==> src/shared/cls_defs.vh <==
`ifndef CLS_DEFS_VH
`define CLS_DEFS_VH

// ****************************************************************
// Stage encodings
// ****************************************************************
`define CLS_ST_STANDBY   3'h0
`define CLS_ST_START     3'h1
`define CLS_ST_LOAD      3'h2
`define CLS_ST_UNLOAD    3'h3
`define CLS_ST_HIBERNATE 3'h4
`define CLS_ST_IDLE      3'h5
`define CLS_ST_STOP      3'h6
`define CLS_ST_RESTART   3'h7

// ****************************************************************
// Timing
// ****************************************************************
`define CLS_CLK_MHZ      250
`define CLS_TICK_US      100
`define CLS_TICK_CYCLES  (`CLS_CLK_MHZ * `CLS_TICK_US)

// ****************************************************************
// Configuration encodings
// ****************************************************************
`define CLS_STOP_RAMP    1'h0
`define CLS_STOP_COAST   1'h1
`define CLS_SPD_SRC_PID  4'h6
`define CLS_PID_REF_SRC  4'h7
`define CLS_PID_FB_SRC   4'hA

`endif

==> src/logic/cls_sequencer.v <==
`include "cls_defs.vh"
`timescale 1ns/100ps
`default_nettype none

// Contract
// - In auto mode with control valid and air supply normal, pressure above the unload threshold starts unloading.
// - Unloading with hibernation enabled leads to a hibernation stage with the drive stopped.
// - Unloading with hibernation disabled keeps the motor at the idle run frequency.
// - Pressure below the load threshold returns the sequencer to loading.
// - In loading the speed reference follows the pressure PID output, and only there.
// - The start stage after standby lasts the start phase time, overlapping the first acceleration ramp.
// - The unload stage lasts the unload phase time plus the ramp share inside it.
// - Leaving hibernation runs a wake-up start lasting the start phase time.
// - A stop request runs a stop stage lasting the stop phase time plus ramp share.
// - After a stop, a restart delay holds for the restart hold time before a new start.
// - Stop style defaults to ramped deceleration and applies on a normal stop only; unloading with hibernation enabled always ramps.
// - A fault or emergency stop removes drive output and lets the motor coast.

module cls_sequencer
#(
   parameter FW       = 16,
   parameter PW       = 16,
   parameter TW       = 16,
   parameter TICK_DIV = `CLS_TICK_CYCLES
)
(
   input  wire          clk_sys,
   input  wire          rst,
   input  wire          auto_mode,
   input  wire          ctrl_valid,
   input  wire          air_supply_ok,
   input  wire          hibernate_en,
   input  wire          run_cmd,
   input  wire          stop_cmd,
   input  wire          estop_cmd,
   input  wire          fault_in,
   input  wire          stop_style_select,
   input  wire [3:0]    speed_ref_source_select,
   input  wire [3:0]    pid_ref_source_select,
   input  wire [3:0]    pid_feedback_source_select,
   input  wire [PW-1:0] exhaust_pressure,
   input  wire [PW-1:0] unloading_pressure_threshold,
   input  wire [PW-1:0] loading_pressure_threshold,
   input  wire [FW-1:0] pid_freq,
   input  wire [FW-1:0] frequency_upper_limit,
   input  wire [FW-1:0] loaded_frequency_floor,
   input  wire [FW-1:0] idle_run_frequency,
   input  wire [FW-1:0] stop_frequency,
   input  wire [FW-1:0] motor_freq,
   input  wire [TW-1:0] start_phase_time,
   input  wire [TW-1:0] unload_phase_time,
   input  wire [TW-1:0] stop_phase_time,
   input  wire [TW-1:0] restart_hold_time,
   output reg  [FW-1:0] freq_ref_q,
   output reg           drive_run_q,
   output reg           ramp_stop_q,
   output reg           coast_q,
   output reg           pid_active_q,
   output reg           cfg_ok_q,
   output reg  [2:0]    stage_q
);

   localparam ST_STANDBY   = `CLS_ST_STANDBY;
   localparam ST_START     = `CLS_ST_START;
   localparam ST_LOAD      = `CLS_ST_LOAD;
   localparam ST_UNLOAD    = `CLS_ST_UNLOAD;
   localparam ST_HIBERNATE = `CLS_ST_HIBERNATE;
   localparam ST_IDLE      = `CLS_ST_IDLE;
   localparam ST_STOP      = `CLS_ST_STOP;
   localparam ST_RESTART   = `CLS_ST_RESTART;

   // ****************************************************************
   // Input synchronisers
   // ****************************************************************
   reg  [8:0]    raw_s1_q;
   reg  [8:0]    raw_s2_q;
   reg  [PW-1:0] pres_s1_q;
   reg  [PW-1:0] pres_s2_q;
   reg  [FW-1:0] mfreq_s1_q;
   reg  [FW-1:0] mfreq_s2_q;
   wire          tick;

   // Pins come from the panel and sensor side, so two flops each.
   // Multi-bit values are assumed slowly changing sensor readings.
   always @(posedge clk_sys)
   begin
      if (rst)
      begin
         raw_s1_q   <= 9'h000;
         raw_s2_q   <= 9'h000;
         pres_s1_q  <= {PW{1'b0}};
         pres_s2_q  <= {PW{1'b0}};
         mfreq_s1_q <= {FW{1'b0}};
         mfreq_s2_q <= {FW{1'b0}};
      end
      else
      begin
         raw_s1_q   <= {stop_style_select, fault_in, estop_cmd, stop_cmd,
                        run_cmd, hibernate_en, air_supply_ok, ctrl_valid, auto_mode};
         raw_s2_q   <= raw_s1_q;
         pres_s1_q  <= exhaust_pressure;
         pres_s2_q  <= pres_s1_q;
         mfreq_s1_q <= motor_freq;
         mfreq_s2_q <= mfreq_s1_q;
      end
   end

   wire auto_ok   = raw_s2_q[0] & raw_s2_q[1];
   wire air_ok    = raw_s2_q[2];
   wire hib_en    = raw_s2_q[3];
   wire run_s     = raw_s2_q[4];
   wire stop_s    = raw_s2_q[5];
   wire estop_s   = raw_s2_q[6];
   wire fault_s   = raw_s2_q[7];
   wire coast_sel = raw_s2_q[8];

   cls_tick_gen #(.DIV (TICK_DIV)) u_tick (.clk_sys (clk_sys), .rst (rst), .tick_q (tick));

   // ****************************************************************
   // Stage sequencer
   // ****************************************************************
   reg [2:0]    stage_d;
   reg [TW-1:0] tmr_q;
   reg          tmr_load;
   reg [TW-1:0] tmr_val;
   reg          coast_hold_q;

   wire tmr_done     = (tmr_q == {TW{1'b0}});
   wire above_unload = (pres_s2_q > unloading_pressure_threshold);
   wire below_load   = (pres_s2_q < loading_pressure_threshold);
   wire at_stop_freq = (mfreq_s2_q <= stop_frequency);
   wire abort        = fault_s | estop_s;
   // Coast latch as the outputs must see it in the very cycle of the stage that sets it.
   wire coast_hold_d = (stage_d == ST_STANDBY || stage_d == ST_START) ? 1'b0
                       : (tmr_load && stage_d == ST_RESTART && abort) ? 1'b1
                       : (tmr_load && stage_d == ST_STOP) ? coast_sel : coast_hold_q;

   // Next stage; abort has priority and runs into the restart hold.
   always @*
   begin
      stage_d  = stage_q;
      tmr_load = 1'b0;
      tmr_val  = {TW{1'b0}};
      if (abort && stage_q != ST_STANDBY && stage_q != ST_RESTART)
      begin
         stage_d  = ST_RESTART;
         tmr_load = 1'b1;
         tmr_val  = restart_hold_time;
      end
      else if (stop_s && (stage_q == ST_START || stage_q == ST_LOAD || stage_q == ST_UNLOAD
                          || stage_q == ST_IDLE || stage_q == ST_HIBERNATE))
      begin
         stage_d  = ST_STOP;
         tmr_load = 1'b1;
         tmr_val  = stop_phase_time;
      end
      else
      begin
         case (stage_q)
            ST_STANDBY:
               if (run_s && !abort)
               begin
                  stage_d  = ST_START;
                  tmr_load = 1'b1;
                  tmr_val  = start_phase_time;
               end
            ST_START:
               if (tmr_done)
                  stage_d = ST_LOAD;
            ST_LOAD:
               if (auto_ok && air_ok && above_unload)
               begin
                  stage_d  = ST_UNLOAD;
                  tmr_load = 1'b1;
                  tmr_val  = unload_phase_time;
               end
            ST_UNLOAD:
               if (below_load)
                  stage_d = ST_LOAD;
               else if (tmr_done && (!hib_en || at_stop_freq))
                  stage_d = hib_en ? ST_HIBERNATE : ST_IDLE;
            ST_HIBERNATE:
               if (below_load)
               begin
                  stage_d  = ST_START;
                  tmr_load = 1'b1;
                  tmr_val  = start_phase_time;
               end
            ST_IDLE:
               if (below_load)
                  stage_d = ST_LOAD;
            ST_STOP:
               if (tmr_done && (coast_hold_q || at_stop_freq))
               begin
                  stage_d  = ST_RESTART;
                  tmr_load = 1'b1;
                  tmr_val  = restart_hold_time;
               end
            ST_RESTART:
               if (tmr_done)
                  stage_d = ST_STANDBY;
            default:
               stage_d = ST_STANDBY;
         endcase
      end
   end

   // Timers decrement on the slow tick so long phases fit in TW bits.
   always @(posedge clk_sys)
   begin
      if (rst)
      begin
         stage_q      <= ST_STANDBY;
         tmr_q        <= {TW{1'b0}};
         coast_hold_q <= 1'b0;
      end
      else
      begin
         stage_q <= stage_d;
         if (tmr_load)
            tmr_q <= tmr_val;
         else if (tick && !tmr_done)
            tmr_q <= tmr_q - {{(TW-1){1'b0}}, 1'b1};
         coast_hold_q <= coast_hold_d;
      end
   end

   // ****************************************************************
   // Drive outputs
   // ****************************************************************
   // Clamp PID output between the loaded floor and the upper limit.
   wire [FW-1:0] clamped = (pid_freq > frequency_upper_limit) ? frequency_upper_limit
                           : (pid_freq < loaded_frequency_floor) ? loaded_frequency_floor : pid_freq;

   // Registered outputs follow the next stage so they align with stage_q.
   always @(posedge clk_sys)
   begin
      if (rst)
      begin
         freq_ref_q   <= {FW{1'b0}};
         drive_run_q  <= 1'b0;
         ramp_stop_q  <= 1'b0;
         coast_q      <= 1'b0;
         pid_active_q <= 1'b0;
         cfg_ok_q     <= 1'b0;
      end
      else
      begin
         // Advisory only; the sequencer still runs with other settings.
         cfg_ok_q     <= (speed_ref_source_select == `CLS_SPD_SRC_PID)
                         && (pid_ref_source_select == `CLS_PID_REF_SRC)
                         && (pid_feedback_source_select == `CLS_PID_FB_SRC);
         pid_active_q <= (stage_d == ST_LOAD);
         // Every stage starts from a running, unramped drive and overrides what differs.
         drive_run_q  <= 1'b1;
         ramp_stop_q  <= 1'b0;
         coast_q      <= 1'b0;
         case (stage_d)
            ST_START:
               freq_ref_q <= loaded_frequency_floor;
            ST_LOAD:
               freq_ref_q <= clamped;
            ST_UNLOAD:
            begin
               // Unloading ramps only with hibernation enabled, whatever the stop style says.
               freq_ref_q  <= hib_en ? stop_frequency : idle_run_frequency;
               ramp_stop_q <= hib_en;
            end
            ST_IDLE:
               freq_ref_q <= idle_run_frequency;
            ST_STOP:
            begin
               freq_ref_q  <= coast_hold_d ? {FW{1'b0}} : stop_frequency;
               drive_run_q <= ~coast_hold_d;
               ramp_stop_q <= ~coast_hold_d;
               coast_q     <= coast_hold_d;
            end
            default:
            begin
               // Standby, hibernation and restart hold: drive off.
               freq_ref_q  <= {FW{1'b0}};
               drive_run_q <= 1'b0;
               coast_q     <= coast_hold_d;
            end
         endcase
      end
   end

endmodule

`default_nettype wire

==> src/logic/cls_tick_gen.v <==
`timescale 1ns/100ps
`default_nettype none

// ****************************************************************
// Time base divider
// ****************************************************************
module cls_tick_gen
#(
   parameter DIV = 25000
)
(
   input  wire       clk_sys,
   input  wire       rst,
   output reg        tick_q
);

   reg [31:0] cnt_q;

   // One-cycle pulse every DIV clocks; all stage timers count on it.
   always @(posedge clk_sys)
   begin
      if (rst)
      begin
         cnt_q  <= 32'h0;
         tick_q <= 1'b0;
      end
      else if (cnt_q >= DIV - 1)
      begin
         cnt_q  <= 32'h0;
         tick_q <= 1'b1;
      end
      else
      begin
         cnt_q  <= cnt_q + 32'h1;
         tick_q <= 1'b0;
      end
   end

endmodule

`default_nettype wire

==> config.mk <==
export PLATFORM = sky130hd
export DESIGN_NAME = cls_sequencer
export DESIGN_NICKNAME = d
export VERILOG_FILES = /design/src/logic/cls_sequencer.v /design/src/logic/cls_tick_gen.v
export VERILOG_INCLUDE_DIRS = /design/src /design/src/shared
export SDC_FILE = /design/constraint.sdc
export NUM_CORES = 1
export LEC_CHECK = 0
export BUFFER_PORTS_ARGS = -buffer_cell sky130_fd_sc_hd__buf_2
export CORE_MARGIN = 3
export CORE_UTILIZATION = 45
export CTS_CLUSTER_SIZE = 12
export DETAILED_ROUTE_END_ITERATION = 8
export GPL_TIMING_DRIVEN = 0
export PLACE_DENSITY = 0.68
export SYNTH_ARGS = -nofsm -noshare
export SYNTH_HDL_FRONTEND = slang
export SYNTH_SLANG_ARGS = --single-unit
==> constraint.sdc <==
create_clock -name clk_sys -period 3.7 [get_ports clk_sys]
set_input_delay 0.37 -clock clk_sys [delete_from_list [all_inputs] [get_ports clk_sys]]
set_output_delay 0.37 -clock clk_sys [all_outputs]
set_load 0.03 [all_outputs]
---- Word-level counts from Yosys, hierarchy flattened ----
Index checks and enable logic that the tools add are counted.
cells by class
  shift operators ......................... 0
  equal/unequal tests ..................... 17
  reduce and logical (&&, ||, !) cells .... 32
  $mul .................................... 0
  add/subtract/negate cells ............... 2
  div/mod/pow operators ................... 0
  order comparisons ....................... 6
  muxes and demuxes ....................... 40
  bitwise operators ....................... 3
operator list
  kind                                                                                    count
  16-bit 2-to-1 mux                                                                       12
  16-bit one-hot mux with 5 select lines                                                  1
  16-bit one-hot mux with 4 select lines                                                  1
  3-bit 2-to-1 mux                                                                        11
  32-bit by 1-bit adder with 32-bit output (second input constant)                        1
  32-bit by 15-bit greater-or-equal comparator with 1-bit output (second input constant)  1
  16-bit > comparator                                                                     2
  16-bit less-than comparator                                                             2
  3-bit one-hot mux with 8 select lines                                                   1
  3-bit == test (second input constant)                                                   7
  16-bit less-or-equal comparator                                                         1
  16-bit zero test                                                                        1
  16-bit by 1-bit subtractor with 16-bit output (second input constant)                   1
  1-bit logical AND                                                                       14
  3-bit by 2-bit == test with 1-bit output (second input constant)                        4
  1-bit 2-to-1 mux                                                                        11
  4-bit by 3-bit == test with 1-bit output (second input constant)                        2
  1-bit logical OR                                                                        7
  3-bit by 1-bit == test with 1-bit output (second input constant)                        2
  3-bit zero test                                                                         2
  5-bit OR reduction                                                                      1
  4-bit == test (second input constant)                                                   1
  1-bit one-hot mux with 2 select lines                                                   2
  1-bit one-hot mux with 4 select lines                                                   1
  other kinds (9)                                                                         11
storage, ports and cells
  memories ................................ 0
  logic and storage cells ................. 117
  memory bits (writable) .................. 0
  output and inout bits ................... 24
  bits of input ports ..................... 231
  bits in read-only memories .............. 0
  latch bits .............................. 0
  flip-flop bits (word level) ............. 156

---- Longest topological paths before layout ----
Gate-level depths: netlist (run 1).
  depth in word-level cells ............... 15
  gate-level depth with buffers ........... 15
  mapped depth without buffers ............ 11

---- Cells and area by module ----
Synthesis (run 1) repeated with hierarchy kept, for this count alone.
unflattened totals
  cell total of the unflattened synthesis .. 993
  area total of the unflattened synthesis .. 8,723.4 um^2
modules (own cells, without submodules)
  module         cells an instance  sequential area each (um^2)  area an instance (um^2)  times used
  cls_sequencer  889                2,462.4                      7,569.8                  1
  cls_tick_gen   104                660.6                        1,153.6                  1

---- Least setup slack after synthesis (run 1) ----
No wires, ideal clock.
  path type ............................... input to register
  from .................................... in loading_pressure_threshold[13]
  to ...................................... reg freq_ref_q[4]
  required time ........................... 3.580 ns
  slack ................................... 0.530 ns
  setup time .............................. 0.120 ns
  arrival ................................. 3.050 ns
  stages .................................. 14
  cell sequence ........................... inv_1 -> ha_1 -> nand4_1 -> or3_1 -> o32ai_2 -> o31a_1 -> nor3_1 -> buf_6 -> or3_1 -> buf_2 -> buf_2 -> a311oi_1 -> a211oi_1 -> o31a_1
between the ends
  longest elaborated chain between the ends .. 12
  elaborated cells on any way between the ends .. 27
RTL lines
  item                                                   line                                                           text
  start: declaration                                     cls_sequencer.v:43                                             input wire [PW-1:0] loading_pressure_threshold,
  16-bit less-than comparator (*)                        cls_sequencer.v:130                                            wire below_load = (pres_s2_q < loading_pressure_threshold);
  3-bit 2-to-1 mux, on equally long branches             cls_sequencer.v:190, cls_sequencer.v:178, cls_sequencer.v:183
  3-bit one-hot mux with 8 select lines                  cls_sequencer.v:159                                            case (stage_q)
  3-bit 2-to-1 mux                                       cls_sequencer.v:150                                            else if (stop_s && (stage_q == ST_START || stage_q == ST_LOAD || stage_q == ST_UNLOAD
  3-bit 2-to-1 mux                                       cls_sequencer.v:144                                            if (abort && stage_q != ST_STANDBY && stage_q != ST_RESTART)
  3-bit == test, on equally long branches                cls_sequencer.v:136, cls_sequencer.v:258, cls_sequencer.v:135
  1-bit logical AND, on equally long branches            cls_sequencer.v:136, cls_sequencer.v:135
  1-bit 2-to-1 mux or 1-bit logical AND (tied branches)  cls_sequencer.v:136, cls_sequencer.v:135
  1-bit 2-to-1 mux                                       cls_sequencer.v:135                                            : (tmr_load && stage_d == ST_RESTART && abort) ? 1'b1
  1-bit 2-to-1 mux                                       cls_sequencer.v:134                                            wire coast_hold_d = (stage_d == ST_STANDBY || stage_d == ST_START) ? 1'b0
  16-bit 2-to-1 mux                                      cls_sequencer.v:273                                            freq_ref_q <= coast_hold_d ? {FW{1'b0}} : stop_frequency;
  16-bit one-hot mux with 5 select lines (*)             cls_sequencer.v:258                                            case (stage_d)
  end signal: assignment                                 cls_sequencer.v:260                                            freq_ref_q <= loaded_frequency_floor;
  end signal: assignment                                 cls_sequencer.v:262                                            freq_ref_q <= clamped;
  end signal: assignment                                 cls_sequencer.v:273
  end: declaration                                       cls_sequencer.v:54                                             output reg [FW-1:0] freq_ref_q,
Mark *: on every way between the ends. The rest lies on a longest branch, timed or not.
A chain may end at the register's enable or synchronous reset.

---- Worst setup path in the final report (run 1) ----
  from .................................... reg pres_s2_q[13]
  to ...................................... reg freq_ref_q[10]
between the ends
  longest elaborated chain between the ends .. 13
  elaborated cells on any way between the ends .. 31
RTL lines
  item                                                   line                                                           text
  start: declaration                                     cls_sequencer.v:78                                             reg [PW-1:0] pres_s2_q;
  start signal: assignment                               cls_sequencer.v:92                                             pres_s2_q <= {PW{1'b0}};
  start signal: assignment                               cls_sequencer.v:102                                            pres_s2_q <= pres_s1_q;
  16-bit > comparator                                    cls_sequencer.v:129                                            wire above_unload = (pres_s2_q > unloading_pressure_threshold);
  1-bit logical AND                                      cls_sequencer.v:171                                            if (auto_ok && air_ok && above_unload)
  3-bit 2-to-1 mux                                       cls_sequencer.v:171
  3-bit one-hot mux with 8 select lines                  cls_sequencer.v:159
  3-bit 2-to-1 mux                                       cls_sequencer.v:150
  3-bit 2-to-1 mux                                       cls_sequencer.v:144
  3-bit == test, on equally long branches                cls_sequencer.v:136, cls_sequencer.v:258, cls_sequencer.v:135
  1-bit logical AND, on equally long branches            cls_sequencer.v:136, cls_sequencer.v:135
  1-bit 2-to-1 mux or 1-bit logical AND (tied branches)  cls_sequencer.v:136, cls_sequencer.v:135
  1-bit 2-to-1 mux                                       cls_sequencer.v:135
  1-bit 2-to-1 mux                                       cls_sequencer.v:134
  16-bit 2-to-1 mux                                      cls_sequencer.v:273
  16-bit one-hot mux with 5 select lines (*)             cls_sequencer.v:258
Marks and branches as above.

==> flow_summary.yaml, run 1 <==
clock_network:
  hold_buffers: 0
  cts_made_buffers: 17
  htree_levels: 4
  clkTransAtPathRegs_ns: 0.07
  cts_root_buffer: "clkbuf_16"
  tritoncts: "yes"
  clock-sinks: 156
  clockBufferDepth: 2
  insertion_delay_ns: 0.43
grt:
  grt_pass1_wl_mm: 41.31
  grt_overflow: 0
  grt_start_max_net_pins: 18
  grt_pass1_vias: 8097
  antenna_found_initial: 2
  track_usage: 0.2406
cells_and_area:
  fillerInstances: 1760
  drive_gt1_frac: 0.2519
  area_growth_pct: 27.53
  regArea_sq_um: 3123
  stdcell_count: 1567
  multi_input_area_sq_um: 5185
  nets: 1604
  post-route-util: 0.5894
place:
  hpwl_mm: 20.24
  pre_cts_ws_ns: -0.5005
  placedCellCount: 1529
  port_buffers: 254
  gp_congestion: 0.9166
logic_synthesis:
  ys.flop_type: "dfxtp_1"
  async_flop_share: 0
  synthDistinctLibCells: 67
  ys_ff_latch: 156
  netlist_instances: 999
  syn_area_per_cell_sq_um: 8.711
  ys_seq_area_frac: 0.3589
  synth_edf_count: 0
  syn_area_sq_um: 8702
  yosysWarningCount: 0
pwr:
  power_leakage_nw: 5.163
  finalPower_mw: 5.741
  ir_drop_mv: 0.3569
  powerDensity_nw_per_um2: 517.3
detailed_routing:
  drc: 0
  dr.pass1.iters: 7
  totalWireLength_mm: 25.80
  drtIter0Drc: 481
  avgRoutedWirePerCell_um: 16.47
  ant_nets: 0
  vias: 8295
  via_per_inst: 5.294
critical_path:
  arrival_ns: 3.90
  endpoint_kind: "register"
  crit_required_ns: 4.01
  crit_fanout: 10
  start_kind: "register"
  path_class: "reg -> reg"
floorplan:
  fp.coreArea_sq_um: 18830
  die_w_um: 145.1
  start_util: 0.4621
  ios: 255
  die_area_sq_um: 21040
  die_h_um: 145.1
  num_rows: 50
run_status:
  status: "complete, no violations"
timing:
  period_minus_slack_ns: 3.592
  tightest_slew_ns: 0.7858
  finalCritPeriodShare: 0.9709
  slew-limit-headroom: 0.4751
  final-setup-viol-count: 0
  finalHoldViolCount: 0
  worst_slack_ns: 0.1077
  fmax_mhz: 278.4
  slew_viol_final: 0
  fin_worst_skew_ns: 0.01289
flow_run:
  drv_cap: 0
worst_hold_path:
  min_path_type: "in -> reg"
-- registers in the layout (all words and copies together), names as in the netlist --
name and cells:
freq_ref_q 16, raw_s1_q 9, cfg_ok_q 1, coast_q 1
drive_run_q 1, raw_s2_q 9, u_tick.tick_q 1, mfreq_s1_q 16
stage_q 3, mfreq_s2_q 16, pres_s2_q 16, u_tick.cnt_q 32
tmr_q 16, coast_hold_q 1, pres_s1_q 16, ramp_stop_q 1
pid_active_q 1
-- worst max-delay path, stage by stage (launching register included) --
cell and delay [ns]:
dfxtp_1 0.32, ha_1 0.32, nand4_1 0.14, or3_1 0.43
o32ai_4 0.27, o31a_1 0.18, nor3_2 0.05, buf_6 0.16
or3_1 0.35, buf_2 0.19, buf_2 0.22, a311oi_1 0.42
a211oi_1 0.10, o31a_1 0.31
-- area by class of cell --
| class | count | area share |
|---|---|---|
| diodes | 1 | 0.0002255 |
| plain buffers | 48 | 0.02074 |
| clock buffers | 17 | 0.03833 |
| clock inverters | 15 | 0.01545 |
| inverters | 87 | 0.02943 |
| multi-input cells | 724 | 0.4672 |
| flip-flops and latches | 156 | 0.2814 |
| well taps | 260 | 0.02931 |
| repair buffers | 259 | 0.1179 |
-- worst paths after layout --
path / depth (start not counted) / from / to / slack [ns]
min: 2 / exhaust_pressure[7] / pres_s1_q[7] / 0.14
min reg2reg: 1 / raw_s1_q[1] / raw_s2_q[1] / 0.43
max: 13 / pres_s2_q[13] / freq_ref_q[10] / 0.11
max reg2reg: 13 / pres_s2_q[13] / freq_ref_q[10] / 0.11
-- stage by stage --
| step | hold slack (ns) | setup TNS, ns | cell area [sq um] |
|---|---|---|---|
| finish | 0.1446 | 0 | 11100 |
| floorplan | 0.4138 | 0 | 8762 |
| CTS | 0.1260 | 0 | 10990 |
| detailed placement | 0.4212 | -8.434 | 10360 |
| global placement | 0.4168 | -6.621 | 10360 |
| global route | 0.1332 | -0.005651 | 11100 |
-- placed cells by master, fill, tap and decap left out, types with 5 or more instances in the layout --
cell       count
a211oi_1      28
a21oi_1       36
a221oi_1       9
a22oi_1        9
a311oi_1      11
a311oi_2       6
and2_1        17
and3_1         7
buf_2        261
buf_4          8
clkbuf_1      33
clkbuf_16     17
conb_1        17
dfxtp_1      156
ha_1          80
inv_1         87
inv_6          5
inv_8          5
mux2i_1       31
nand2_1       52
nand2b_1       8
nand3_1       19
nand4_1       20
nor2_1        77
nor2b_1       84
nor3_1        17
nor4_1        13
o2111ai_1      6
o211ai_1      13
o21a_1         6
o21ai_0       15
o31a_1        18
or3_1         38
xnor2_1       15
xor2_1        10
-- cells in the mapped netlist, drive strengths merged, types with 4 or more instances --
cell type | number | area [sq um]
o2111ai | 6 | 52.55
xor2 | 10 | 87.58
nor3 | 18 | 90.09
a21oi | 37 | 188.9
buf | 15 | 101.3
mux2i | 31 | 310.3
nand4 | 20 | 125.1
or3 | 38 | 237.7
or2 | 7 | 43.79
nand2b | 8 | 50.05
a211oi | 29 | 217.7
a2111oi | 5 | 63.82
o211ai | 13 | 97.59
clkbuf | 33 | 123.9
nor2b | 84 | 525.5
o31a | 18 | 157.7
a22oi | 9 | 67.56
a221oi | 9 | 78.83
a31oi | 4 | 31.28
and3 | 7 | 43.79
and2 | 18 | 112.6
nor2 | 78 | 292.8
ha | 80 | 1001
o21a | 6 | 45.04
a311oi | 17 | 148.9
o21ai | 19 | 106.4
nand2 | 52 | 195.2
dfxtp | 156 | 3123
a221o | 4 | 40.04
inv | 87 | 326.6
xnor2 | 15 | 131.4
nand3 | 20 | 100.1
nor4 | 15 | 106.4
-- what timing repair did --
item / in CTS / in global routing
pin swaps: 1 / 3
gates resized for setup: 5 / 14
endpoints found under the setup margin: 22 / 17
hold endpoints to repair: 0 / 0
buffers inserted: 1 / 4
-- routing by layer --
| metal | GRT usage | vias up | routed length, um |
|---|---|---|---|
| li1 | - | 4128 | - |
| met1 | 0.3206 | 3782 | 11240 |
| met2 | 0.3986 | 340 | 12110 |
| met3 | 0.04060 | 43 | 1875 |
| met4 | 0.07882 | 2 | 565 |
| met5 | 0 | - | 13 |
-- where the power goes --
group | switching [mW] | leakage (nW) | internal, mW | total (mW)
registers | 0.131 | 1.29 | 1.85 | 1.99
logic | 1.17 | 3.59 | 0.822 | 2.00
clock network | 0.791 | 0.292 | 0.967 | 1.76
total | 2.10 | 5.16 | 3.64 | 5.74
-- kinds of logic after synthesis --
group,Yosys count,share of synthesized area
simple gates,376,0.2319
compound gates,194,0.1682
flops,156,0.3589
buf+inv,135,0.06341
fa+ha+maj,80,0.1150
mux,32,0.03695
xor+xnor,25,0.02516
other cells,1,0.0004309
Note: power is estimated with default switching activity, not from simulation.
==> run 2, diff against run 1 <==
- clock period: 3.7 -> 3.5 ns (I/O delays scaled with it)
==> run 2 against run 1 <==
Effect of this change:
- sequential share of layout area fell by 0.89 points
- non-clock buffer count rose by 6
- first-iteration DRC count fell by 9.8%
- core utilization rose by 2.0 points
- worst setup slack got worse by 0.043 ns
- register-to-register slack got worse by 0.04 ns
- critical path type unchanged
- critical endpoint is now freq_ref_q[11]
==> flow_summary.yaml, run 2 (synthesized netlist as in run 1, its figures left out) <==
clock_network:
  htree_levels: 4
  cts_root_buffer: "clkbuf_16"
  clockBufferDepth: 2
  tritoncts: "yes"
  hold_buffers: 0
  cts_made_buffers: 17
  clock-sinks: 156
  insertion_delay_ns: 0.43
  clkTransAtPathRegs_ns: 0.07
detailed_routing:
  dr.pass1.iters: 5
  avgRoutedWirePerCell_um: 16.78
  drtIter0Drc: 434
  drc: 0
  via_per_inst: 5.325
  ant_nets: 0
  totalWireLength_mm: 26.41
  vias: 8382
pwr:
  finalPower_mw: 6.284
  pwr-share-comb: 0.368
  ir_drop_mv: 0.3890
  powerDensity_nw_per_um2: 548.0
  intPower_mw: 3.970
  p_seq_frac: 0.336
  p_switching_mw: 2.314
  p_clk_frac: 0.296
  swShare: 0.3683
  power_leakage_nw: 5.233
timing:
  final-setup-viol-count: 0
  fin_tns_setup_ns: 0
  fmax_mhz: 291.1
  slew-limit-headroom: 0.5137
  slew_viol_final: 0
  period_minus_slack_ns: 3.436
  finalHoldViolCount: 0
  tightest_slew_ns: 0.7294
  fin_worst_skew_ns: 0.01469
  finalCritPeriodShare: 0.9816
floorplan:
  die_area_sq_um: 21040
  die_w_um: 145.1
  ios: 255
  die_h_um: 145.1
  start_util: 0.4621
  fp.coreArea_sq_um: 18830
  num_rows: 50
worst_hold_path:
  min_path_type: "in -> reg"
  hp-start: "exhaust_pressure[7]"
critical_path:
  start_kind: "register"
  crit_required_ns: 3.81
  endpoint_kind: "register"
  path_class: "reg -> reg"
  r2r-start: "pres_s2_q[8]"
  critPathLaunch: "pres_s2_q[8]"
  arrival_ns: 3.75
  crit_fanout: 10
cells_and_area:
  fillerInstances: 1708
  nets: 1610
  regArea_sq_um: 3124
  largest_register_ffs: 32
  drive_gt1_frac: 0.2767
  regMostFlops: "u_tick.cnt_q"
  mostFrequentLayoutCell: "buf_2"
  final_cell_mix: "buf_2 (258), dfxtp_1 (155), inv_1 (87), nor2b_1 (84), nor2_1 (76)"
  area_growth_pct: 31.78
  multi_input_area_sq_um: 5469
grt:
  grt_start_max_net_pins: 18
  antenna_found_initial: 2
  grt_pass1_vias: 8144
  grt_pass1_wl_mm: 41.65
  grt_overflow: 0
  track_usage: 0.2427
place:
  hpwl_mm: 20.24
  port_buffers: 254
  gp_congestion: 0.9166
run_status:
  status: "complete, no violations"
flow_run:
  drv_cap: 0
run 2: cell types whose count changed in the layout (fill, tap and decap cells not counted), moves of 2 or more:
cell / change
buf_6: +5
a311oi_1: -6
nor4_1: -2
ha_1: -8
a211oi_1: -6
a311oi_4: +7
buf_4: +4
ha_4: +8
clkbuf_2: +2
buf_2: -3
a211oi_2: +5
clkbuf_1: -2
run 2: area by class of cell:
cell class	instances	area share
diodes	2	0.0004364
plain buffers	48	0.02291
clock buffers	17	0.03710
clock inverters	15	0.01495
inverters	87	0.02848
multi-input cells	724	0.4769
flip-flops and latches	156	0.2725
well taps	260	0.02837
repair buffers	265	0.1184
run 2: final timing paths:
check / to / slack [ns] / cells past startpoint
setup / recovery: freq_ref_q[11] / 0.06 / 13
hold / removal: pres_s1_q[7] / 0.12 / 2
setup reg to reg: freq_ref_q[11] / 0.06 / 13
hold reg to reg: raw_s2_q[1] / 0.43 / 1
run 2: repair_timing:
item / 4_1_cts / 5_1_grt
pin swaps: 2 / 20
gates resized for setup: 15 / 57
buffers inserted: 4 / 7
setup endpoints to repair: 33 / 25
run 2: worst max-delay path, stage by stage, from the launching register on:
cell and delay (ns):
dfxtp_1 0.32, ha_1 0.30, nand4_1 0.14, or3_4 0.41
o32ai_4 0.33, o31a_1 0.20, nor3_2 0.06, buf_6 0.14
or3_1 0.38, buf_6 0.16, buf_8 0.16, a311oi_2 0.34
a211oi_2 0.08, o31a_1 0.31
run 2: power by group through the flow:
stage          registers [mW]  clock network, mW  logic, mW
3_3_place_gp             2.12                  0       1.98
5_1_grt                  2.13               1.95       2.53
2_1_floorplan            2.18                  0       1.32
4_1_cts                  2.10               1.89       2.08
6_report                 2.11               1.86       2.31
3_5_place_dp             2.13                  0       1.99
run 2: through the flow:
stage                     cell area [sq um]  utilization  setup WS [ns]  std cells  hold slack, ns
after global placement                10360       0.5501        -0.6103       1529          0.4168
after floorplan                        8762            -         0.3500       1015          0.4138
final                                 11470       0.6090        0.06433       1574          0.1213
after CTS                             11070       0.5878       -0.02008       1565          0.1060
after detailed placement              10360       0.5501        -0.6805       1529          0.4212
after global routing                  11460       0.6088       -0.03958       1573          0.1132
run 2: per-layer routing:
metal / track usage / wire length, um
met1: 0.3237 / 11390
met2: 0.4047 / 12540
met3: 0.04029 / 1901
met4: 0.07407 / 562
met5: 0 / 13
==> run 3, diff against run 2 <==
- clock period: 3.5 -> 3.4 ns (I/O delays scaled with it)
==> run 3 against run 2 <==
Effect of this change:
- power increased by 3.4%
- sequential share of layout area about the same
- fmax increased by 4.1%
- via count about the same
- critical path type unchanged
- largest cell class unchanged
- largest power group unchanged
==> flow_summary.yaml, run 3 (synthesized netlist as in run 1, its figures left out) <==
critical_path:
  r2r-start: "pres_s2_q[5]"
  max_stage_delay_ns: 0.40
  timing.rr.end: "freq_ref_q[6]"
  cp_slowest_cell: "or3_4"
  ff2ff_path_depth: 13
  arrival_ns: 3.62
  endpoint_kind: "register"
  critPathMostFrequentCell: "buf_6"
  path_cells: "ha_1 > nand4_1 > or3_4 > o32ai_4 > o31a_1 > nor3_2 > buf_6 > or3_4 > buf_6 > buf_6 > a311oi_2 > a211oi_1 > o31a_1"
  crit_required_ns: 3.72
  path_class: "reg -> reg"
  reg2reg_slack_ns: 0.1
  start_kind: "register"
  crit_fanout: 10
  path_buf_inv: 3
  critPathTopFamily: "compound AO/OA/AOI/OAI gates"
grt:
  grt_pass1_vias: 8326
  antenna_found_initial: 3
  use_met2: 0.4070
  track_usage: 0.2460
  busiest_layer: "met2"
  grt_overflow: 0
  met1_usage: 0.3227
  grt_start_max_net_pins: 18
  grt_use_met3: 0.04685
  grt_pass1_wl_mm: 42.24
cells_and_area:
  fillerInstances: 1713
  final_cell_mix: "buf_2 (258), dfxtp_1 (155), inv_1 (87), nor2b_1 (84), nor2_1 (75)"
  nets: 1610
  area_growth_pct: 31.92
  mostFrequentLayoutCell: "buf_2"
  drive_gt1_frac: 0.2813
  largest_register_ffs: 32
  regMostFlops: "u_tick.cnt_q"
clock_network:
  clock-sinks: 156
  clockBufferDepth: 2
  insertion_delay_ns: 0.43
  clkTransAtPathRegs_ns: 0.07
  htree_levels: 4
  cts_made_buffers: 17
  tritoncts: "yes"
  cts_root_buffer: "clkbuf_16"
detailed_routing:
  vias: 8381
  via_per_inst: 5.325
  drc: 0
  ant_nets: 0
  drtIter0Drc: 465
  dr.pass1.iters: 5
  avgRoutedWirePerCell_um: 16.78
  totalWireLength_mm: 26.42
floorplan:
  die_area_sq_um: 21040
  fp.coreArea_sq_um: 18830
  die_w_um: 145.1
  die_h_um: 145.1
  ios: 255
  start_util: 0.4621
  num_rows: 50
timing:
  slew-limit-headroom: 0.5007
  tightest_slew_ns: 0.7490
  slew_viol_final: 0
  whs_ns: 0.1157
  period_minus_slack_ns: 3.302
  rsz0062_at_grt: "true"
  finalHoldViolCount: 0
  finalCritPeriodShare: 0.9711
  fin_worst_skew_ns: 0.01465
  final-setup-viol-count: 0
  fmax_mhz: 302.9
pwr:
  power_leakage_nw: 5.242
  ir_drop_mv: 0.3976
  finalPower_mw: 6.495
  powerDensity_nw_per_um2: 565.8
place:
  port_buffers: 254
  hpwl_mm: 20.24
  gp_congestion: 0.9166
flow_run:
  drv_cap: 0
worst_hold_path:
  hp-start: "exhaust_pressure[7]"
  min_path_cells: 2
  min_path_type: "in -> reg"
  whs_endpoint: "pres_s1_q[7]"
run_status:
  status: "complete, no violations"
run 3: cell counts in the layout (fill, tap and decap cells not counted):
No cell type changed its count.
run 3: area by class of cell:
| cell class | count | area [sq um] | share of cell area |
|---|---|---|---|
| diodes | 2 | 5.005 | 0.0004360 |
| well taps | 260 | 325.3 | 0.02834 |
| plain buffers | 48 | 266.5 | 0.02322 |
| repair buffers | 265 | 1354 | 0.1179 |
| flip-flops and latches | 156 | 3124 | 0.2722 |
| clock inverters | 15 | 171.4 | 0.01493 |
| clock buffers | 17 | 425.4 | 0.03706 |
| inverters | 87 | 326.6 | 0.02845 |
| multi-input cells | 724 | 5482 | 0.4775 |
run 3: worst reg2reg max path: stages (launching register included):
cell and delay [ns]:
dfxtp_1 0.33, ha_1 0.31, nand4_1 0.10, or3_4 0.40, o32ai_4 0.28, o31a_1 0.18, nor3_2 0.06, buf_6 0.14
or3_4 0.38, buf_6 0.15, buf_6 0.17, a311oi_2 0.29, a211oi_1 0.10, o31a_1 0.30
run 3: per-layer routing:
| metal | vias up | share of wire |
|---|---|---|
| met5 | - | 0.00049 |
| met4 | 2 | 0.024 |
| met3 | 50 | 0.060 |
| met2 | 313 | 0.48 |
| met1 | 3862 | 0.44 |
| li1 | 4154 | - |
run 3: worst max path at each step:
stage               cells after the start              to                           start
global placement                       12   freq_ref_q[8]  loading_pressure_threshold[13]
floorplan                              14   freq_ref_q[4]  loading_pressure_threshold[13]
detailed placement                     12   freq_ref_q[8]  loading_pressure_threshold[13]
global route                           12         coast_q                        tmr_q[0]
CTS                                    13  freq_ref_q[12]                   pres_s2_q[13]
finish                                 13   freq_ref_q[6]                    pres_s2_q[5]
run 3: repair_timing:
| item | 4_1_cts | 5_1_grt |
|---|---|---|
| hold buffers | 0 | 0 |
| pin swaps | 15 | 12 |
| hold endpoints to repair | 0 | 0 |
| resized for setup | 43 | 32 |
| setup buffers | 4 | 7 |
| endpoints found under the setup margin | 37 | 29 |
run 3: metrics by stage:
stage          cell area, sq um  utilization      TNS, ns  cells  worst slack [ns]
2_1_floorplan              8762            -            0   1015            0.2600
3_3_place_gp              10360       0.5501       -15.84   1529           -0.7003
3_5_place_dp              10360       0.5501       -18.15   1529           -0.7705
4_1_cts                   11230       0.5965  -0.00004796   1565       -0.00004796
5_1_grt                   11480       0.6096      -0.1196   1574          -0.03942
6_report                  11480       0.6096            0   1574           0.09818
run 3: report_power, final:
part / switching (mW) / leakage (nW) / internal [mW]
clock network: 0.858 / 0.292 / 1.05
logic: 1.38 / 3.66 / 1.03
registers: 0.159 / 1.29 / 2.02
